$ cat src/rtl/watchdog_pkg.sv
package watchdog_pkg;

    // Register byte offsets
    localparam logic [11:0] COUNT_OFS   = 12'h000;
    localparam logic [11:0] RELOAD_OFS  = 12'h004;
    localparam logic [11:0] RESTART_OFS = 12'h008;
    localparam logic [11:0] CONTROL_OFS = 12'h00c;
    localparam logic [11:0] STATUS_OFS  = 12'h010;
    localparam logic [11:0] CLEAR_OFS   = 12'h014;
    localparam logic [11:0] PLEN_OFS    = 12'h018;
    localparam logic [11:0] REV_OFS     = 12'h01c;

    // Reset values and key
    localparam logic [31:0] RELOAD_RESET  = 32'h03ef_1480;
    localparam logic [15:0] RESTART_KEY   = 16'h5ab9;
    localparam logic [7:0]  PLEN_RESET    = 8'hff;
    localparam logic [4:0]  CONTROL_RESET = 5'h00;

    // Control field positions
    localparam int COUNTDOWN_ENABLE_BIT        = 0;
    localparam int SYSTEM_RESET_ENABLE_BIT     = 1;
    localparam int SYSTEM_INTERRUPT_ENABLE_BIT = 2;
    localparam int EXTERNAL_SIGNAL_ENABLE_BIT  = 3;
    localparam int COUNT_CLOCK_SELECT_BIT      = 4;

    // Whole state of the watchdog
    typedef struct packed {
        logic [31:0] count;
        logic [31:0] reload;
        logic [15:0] restart_key;
        logic [4:0]  watchdog_control;
        logic        expiry_flag;
        logic [7:0]  pulse_length;
        logic [7:0]  pulse_cnt;
        logic        pulse_on;
        logic        fired;
        logic [2:0]  ext_sync;
        logic [31:0] prdata;
        logic        pslverr;
    } wdog_state_t;

    // Expiry outputs travel together
    typedef struct packed {
        logic reset_out;
        logic interrupt_out;
        logic external_out;
    } expiry_out_t;

endpackage : watchdog_pkg

$ cat src/rtl/watchdog_timer.sv
`timescale 1ns/1ps
`default_nettype none
module watchdog_timer
    import watchdog_pkg::*;
#(
    parameter logic [31:0] REVISION = 32'h0000_0001 // Arbitrary value
) (
    input  wire logic        clk,
    input  wire logic        srst,
    input  wire logic        ce,
    input  wire logic        psel,
    input  wire logic        penable,
    input  wire logic        pwrite,
    input  wire logic [11:0] paddr,
    input  wire logic [31:0] pwdata,
    output logic      [31:0] prdata,
    output logic             pready,
    output logic             pslverr,
    input  wire logic        external_count_clock,
    output logic             expiry_reset_out,
    output logic             expiry_interrupt_out,
    output logic             expiry_external_out
);

    // Hit test on a word-aligned offset, shared by read and write decode
    function automatic logic reg_hit(input logic [11:0] a,
                                     input logic [11:0] ofs);
        reg_hit = (a == ofs);
    endfunction : reg_hit

    // Elaboration checks: the key register idles at zero, so a zero key
    // would restart the counter on every cycle
    if (RESTART_KEY == 16'h0000) begin : key_check_g
        $error("restart key must differ from zero");
    end

    // The decode compares whole byte offsets; each register needs a word
    if (((COUNT_OFS | RELOAD_OFS | RESTART_OFS | CONTROL_OFS
          | STATUS_OFS | CLEAR_OFS | PLEN_OFS
          | REV_OFS) & 12'h003) != 12'h000) begin : align_check_g
        $error("register offsets must be word aligned");
    end

    // The control register is five bits wide; every field must fit
    if (COUNT_CLOCK_SELECT_BIT > 4 || EXTERNAL_SIGNAL_ENABLE_BIT > 4
        || SYSTEM_INTERRUPT_ENABLE_BIT > 4 || SYSTEM_RESET_ENABLE_BIT > 4
        || COUNTDOWN_ENABLE_BIT > 4) begin : field_check_g
        $error("control field outside the control register");
    end

    wdog_state_t st;
    wdog_state_t next_st;
    expiry_out_t outs;

    logic wr_acc;
    logic rd_setup;
    logic ext_rise;
    logic tick;
    logic expire;
    logic key_ok;
    logic mapped;

    // Bus strobes and count tick
    always_comb begin
        wr_acc   = psel && penable && pwrite;
        rd_setup = psel && !penable && !pwrite;
        // Only the second and third sync stages are looked at
        ext_rise = st.ext_sync[1] && !st.ext_sync[2];
        tick     = st.watchdog_control[COUNT_CLOCK_SELECT_BIT] ? ext_rise
                                                               : 1'b1;
        key_ok   = (st.restart_key == RESTART_KEY);
        expire   = st.watchdog_control[COUNTDOWN_ENABLE_BIT] && !st.fired
                   && (st.count == 32'h0000_0000) && !key_ok;
        mapped   = reg_hit(paddr, COUNT_OFS) || reg_hit(paddr, RELOAD_OFS)
                   || reg_hit(paddr, RESTART_OFS)
                   || reg_hit(paddr, CONTROL_OFS)
                   || reg_hit(paddr, STATUS_OFS) || reg_hit(paddr, CLEAR_OFS)
                   || reg_hit(paddr, PLEN_OFS) || reg_hit(paddr, REV_OFS);
    end

    // Next state
    always_comb begin
        next_st = st;
        next_st.ext_sync = {st.ext_sync[1:0], external_count_clock};
        // Key lives one cycle, then reads back as zero
        next_st.restart_key = 16'h0000;
        if (wr_acc && reg_hit(paddr, RESTART_OFS)) begin
            next_st.restart_key = pwdata[15:0];
        end
        if (wr_acc && reg_hit(paddr, RELOAD_OFS)) begin
            next_st.reload = pwdata;
        end
        if (wr_acc && reg_hit(paddr, CONTROL_OFS)) begin
            next_st.watchdog_control = pwdata[4:0];
        end
        if (wr_acc && reg_hit(paddr, PLEN_OFS)) begin
            next_st.pulse_length = pwdata[7:0];
        end
        // Countdown; any other key value is simply ignored
        if (key_ok) begin
            next_st.count = st.reload;
            next_st.fired = 1'b0;
        end else if (st.watchdog_control[COUNTDOWN_ENABLE_BIT] && tick
                     && st.count != 32'h0000_0000) begin
            next_st.count = st.count - 32'h0000_0001;
        end
        // Clear first so that a same-cycle expiry wins
        if (wr_acc && reg_hit(paddr, CLEAR_OFS) && pwdata[0]) begin
            next_st.expiry_flag = 1'b0;
        end
        // Pulse runs pulse_length + 1 cycles
        if (st.pulse_on) begin
            if (st.pulse_cnt == 8'h00) begin
                next_st.pulse_on = 1'b0;
            end else begin
                next_st.pulse_cnt = st.pulse_cnt - 8'h01;
            end
        end
        // Fires once at zero, then waits for a restart
        if (expire) begin
            next_st.fired       = 1'b1;
            next_st.expiry_flag = 1'b1;
            next_st.pulse_on    = 1'b1;
            next_st.pulse_cnt   = st.pulse_length;
        end
        // Read data is fetched in setup so it stands during access
        if (rd_setup) begin
            next_st.prdata = 32'h0000_0000;
            if (reg_hit(paddr, COUNT_OFS)) begin
                next_st.prdata = st.count;
            end
            if (reg_hit(paddr, RELOAD_OFS)) begin
                next_st.prdata = st.reload;
            end
            if (reg_hit(paddr, CONTROL_OFS)) begin
                next_st.prdata = {27'h000_0000, st.watchdog_control};
            end
            if (reg_hit(paddr, STATUS_OFS)) begin
                next_st.prdata = {31'h0000_0000, st.expiry_flag};
            end
            if (reg_hit(paddr, PLEN_OFS)) begin
                next_st.prdata = {24'h00_0000, st.pulse_length};
            end
            if (reg_hit(paddr, REV_OFS)) begin
                next_st.prdata = REVISION;
            end
        end
        if (psel && !penable) begin
            next_st.pslverr = !mapped;
        end
    end

    // State register; clock enable low freezes everything, but srst still loads the reset values
    always_ff @(posedge clk) begin
        if (srst) begin
            st                  <= '0;
            st.count            <= RELOAD_RESET;
            st.reload           <= RELOAD_RESET;
            st.watchdog_control <= CONTROL_RESET;
            st.pulse_length     <= PLEN_RESET;
        end else if (ce) begin
            st <= next_st;
        end
    end

    // Outputs gated by their enables
    always_comb begin
        outs.reset_out     = st.pulse_on
            && st.watchdog_control[SYSTEM_RESET_ENABLE_BIT];
        outs.interrupt_out = st.pulse_on
            && st.watchdog_control[SYSTEM_INTERRUPT_ENABLE_BIT];
        outs.external_out  = st.pulse_on
            && st.watchdog_control[EXTERNAL_SIGNAL_ENABLE_BIT];
    end

    assign expiry_reset_out     = outs.reset_out;
    assign expiry_interrupt_out = outs.interrupt_out;
    assign expiry_external_out  = outs.external_out;
    assign prdata               = st.prdata;
    assign pslverr              = st.pslverr && psel && penable;
    assign pready               = 1'b1; // Zero wait states
endmodule : watchdog_timer
`default_nettype wire

$ cat config.mk
export PLATFORM = sky130hd
export DESIGN_NAME = watchdog_timer
export DESIGN_NICKNAME = d
export VERILOG_FILES = /design/src/rtl/watchdog_pkg.sv /design/src/rtl/watchdog_timer.sv
export SDC_FILE = /design/constraint.sdc
export NUM_CORES = 1
export LEC_CHECK = 0
export BUFFER_PORTS_ARGS = -buffer_cell sky130_fd_sc_hd__buf_2
export CORE_MARGIN = 4
export CORE_UTILIZATION = 50
export CTS_CLUSTER_SIZE = 14
export DETAILED_ROUTE_END_ITERATION = 8
export GPL_TIMING_DRIVEN = 0
export PLACE_DENSITY = 0.82
export SLEW_MARGIN = 20
export SYNTH_ARGS = -nofsm -noshare
export SYNTH_HDL_FRONTEND = slang
export SYNTH_SLANG_ARGS = --single-unit
$ cat constraint.sdc
create_clock -name clk -period 2.7 [get_ports clk]
set_input_delay 0.27 -clock clk [delete_from_list [all_inputs] [get_ports clk]]
set_output_delay 0.27 -clock clk [all_outputs]
set_load 0.05 [all_outputs]
==> results_dict.tcl <==
set metrics [dict create \
    outcome "completed" \
    portBuffers 84 \
    synth-adder-area-share_pct 0.5490 \
    setup-violations-final 0 \
    post-place-ws_ns -0.3509 \
    ys_seq_area_share_pct 41.00 \
    postRouteAntennaNets 0 \
    coreArea_mm2 0.01330 \
    synth_most_common_cell "dfxtp_1" \
    synth_nets 891 \
    fin_skew_ns 0.009058 \
    cts_buffer_depth 2 \
    end_kind "register" \
    post_synth_mux_area_share_pct 6.772 \
    firstDrtPassIters 6 \
    rsz0062_at_grt "yes" \
    die_h_um 124.9 \
    synth-compound-area-share_pct 20.63 \
    clk_latency_ns 0.43 \
    area_growth_syn_to_layout_pct 21.14 \
    finalHoldViolations 0 \
    row_count 42 \
    synthArstFlopShare_pct 0 \
    ios 88 \
    worst_ir_drop_vdd_mv 0.4000 \
    hold_end "st[100]" \
    netlist.area_leader.share_pct 41.00 \
    synth_edf_count 0 \
    worst_ep_required_time_ns 2.98 \
    grt_pass1_vias 6441 \
    cts.clk_slew.worst_paths_ns 0.06 \
    synth_ff_type "dfxtp_1" \
    post-route-util_pct 62.29 \
    crit_arrival_ns 2.90 \
    finish.net_count 1002 \
    antenna_found_initial 0 \
    setup_ws_ns 0.07595 \
    hp-class "input pin to register" \
    p_per_area_mw_per_mm2 573.6 \
    maxSlewViolCount 0 \
    grt_pass1_wl_um 33510 \
    place_congestion 0.9959 \
    cts_buffers 17 \
    yosysTopAreaCell "dfxtp_1" \
    fin_cells 1137 \
    min_from "pwdata[24]" \
    fin_total_pwr_uw 4751 \
    worst_pin_slew_ns 0.9711 \
    maxCapViolCount 0 \
    reg2reg_slack_ns 0.08 \
    fin_crit_sh_pct 97.19 \
    wirelength_um 21080 \
    r2r_start "st[121]" \
    hold_buffers 0 \
    post_synth.cell_area_avg_um2 8.168 \
    synth_commonest_cells "dfxtp_1, nand2_1, nor2_1" \
    overflow 0 \
    syn_inst 837 \
    synthXorXnorAreaFrac_pct 0.3843 \
    drtIter0Drc 961 \
    synthesis.yosys.warnings 0 \
    crit_fanout 8 \
    syn_area_mm2 0.006837 \
    critPathLaunchType "register" \
    die-area_mm2 0.01561 \
    synth_top_family_by_area "simple AND/OR/NAND/NOR gates" \
    grt_max_degree 17 \
    drive_gt1_share_pct 22.48 \
    p_leak_uw 0.003162 \
    cts.sinks 140 \
    r2r_end "st[108]" \
    synth_area_leaders "dfxtp_1, nand2_1, a21oi_1, a22oi_1, nor2_1" \
    routedWlPerCell_um 18.54 \
    finalCriticalPeriod_ns 2.624 \
    cts_root_buffer "clkbuf_16" \
    ys_seq_elements 140 \
    via_per_inst 6.064 \
    dp.cells 1097 \
    hpwl_um 14750 \
    die_w_um 124.9 \
    htreeDepth 4 \
    rr_worst_depth 7 \
    worstSetupPathType "register to register" \
    min_path_cells 3 \
    cts_tree "yes" \
    antennaDiodeCount 0 \
    max_freq_mhz 381.1 \
    synth-simple-area-share_pct 23.37 \
    start_util_pct 51.42 \
    routed-via-count 6895 \
    ys_types 65 \
    grt_use_total_pct 26.47 \
    relSlewSlack_pct 34.91 \
    drc 0 \
]
## layout by cell type (no fill, tap or decap), types with 5 or more instances in the layout
cell type,Yosys,routed
a211oi_1,6,6
a21oi_1,72,72
a22oi_1,45,45
a311oi_1,6,6
a31oi_1,6,5
and2_1,8,8
buf_2,3,87
buf_4,33,41
bufinv_16,0,5
clkbuf_1,42,48
clkbuf_16,0,17
dfxtp_1,140,139
inv_1,13,13
mux2_2,26,26
mux2i_1,17,17
nand2_1,122,122
nand3_1,23,23
nand3b_1,7,7
nand4_1,12,12
nor2_1,85,84
nor3_1,23,21
nor4_1,11,7
o211ai_1,13,13
o21ai_0,36,36
or2_2,7,7
or3_1,9,9
## what timing repair did
| action | CTS | global route |
|---|---|---|
| setup buffers | 0 | 8 |
| cloned | 0 | 0 |
| setup endpoints to repair | 22 | 33 |
| pin swaps | 0 | 4 |
| resized for setup | 6 | 14 |
## metrics by stage
step / hold slack [ns] / area (um2) / setup TNS [ns]
6_report: 0.04720 / 8282 / 0
3_5_place_dp: 0.4602 / 7483 / -7.842
5_1_grt: 0.05782 / 8282 / -0.1110
3_3_place_gp: 0.4523 / 7477 / -7.136
2_1_floorplan: 0.3940 / 6837 / 0
4_1_cts: 0.04656 / 8130 / 0
## sequential cells by signal, summed over array words and instances (netlist names)
signal   count
prdata      32
st         106
next_st      2
## cell families after synthesis
| group | Yosys count |
|---|---|
| xor+xnor | 3 |
| other cells | 1 |
| mux | 43 |
| flops | 140 |
| simple gates | 334 |
| compound gates | 217 |
| buf+inv | 96 |
| fa+ha+maj | 3 |
## area by class of cell
cell class                 count  area (um2)
buffer                        81       440.4
clock buffer                  24       451.7
clock inverter                 8       165.2
fill                        1142        5014
inverter                      15       56.30
multi-input combinational    601        3664
sequential                   140        2804
tap                          176       220.2
timing repair buffer          92       480.5
## metal layers
| metal | part of all wire, % | GRT usage, % | routed length, um | vias to the layer above |
|---|---|---|---|---|
| met2 | 45 | 40.20 | 9436 | 425 |
| met3 | 11 | 7.164 | 2359 | 76 |
| met4 | 4.0 | 13.01 | 837 | 0 |
| met5 | 0 | 0 | 0 | - |
| met1 | 40 | 34.94 | 8451 | 3170 |
| li1 | - | - | - | 3224 |
## worst max-delay path by stage
stage / endpoint / from
after floorplan: st[38] / st[116]
after global placement: st[122] / st[68]
after detailed placement: st[114] / st[67]
after CTS: st[38] / st[116]
after global routing: st[41] / st[135]
final: st[108] / st[121]
## where the power goes
part / switching (uW) / internal, uW
sequential: 1.26 / 2070
clock: 878 / 1630
combinational: 118 / 50.3
total: 997 / 3750
## worst max-delay path, cell delays in order (launching register included)
cell and delay, ns:
dfxtp_2 0.35, or4_4 0.58, or4_4 0.60, nor3_4 0.39, buf_4 0.21, a211oi_1 0.07, o21ai_0 0.18, a21oi_1 0.08
No activity file was read; power rests on OpenSTA's default activity.
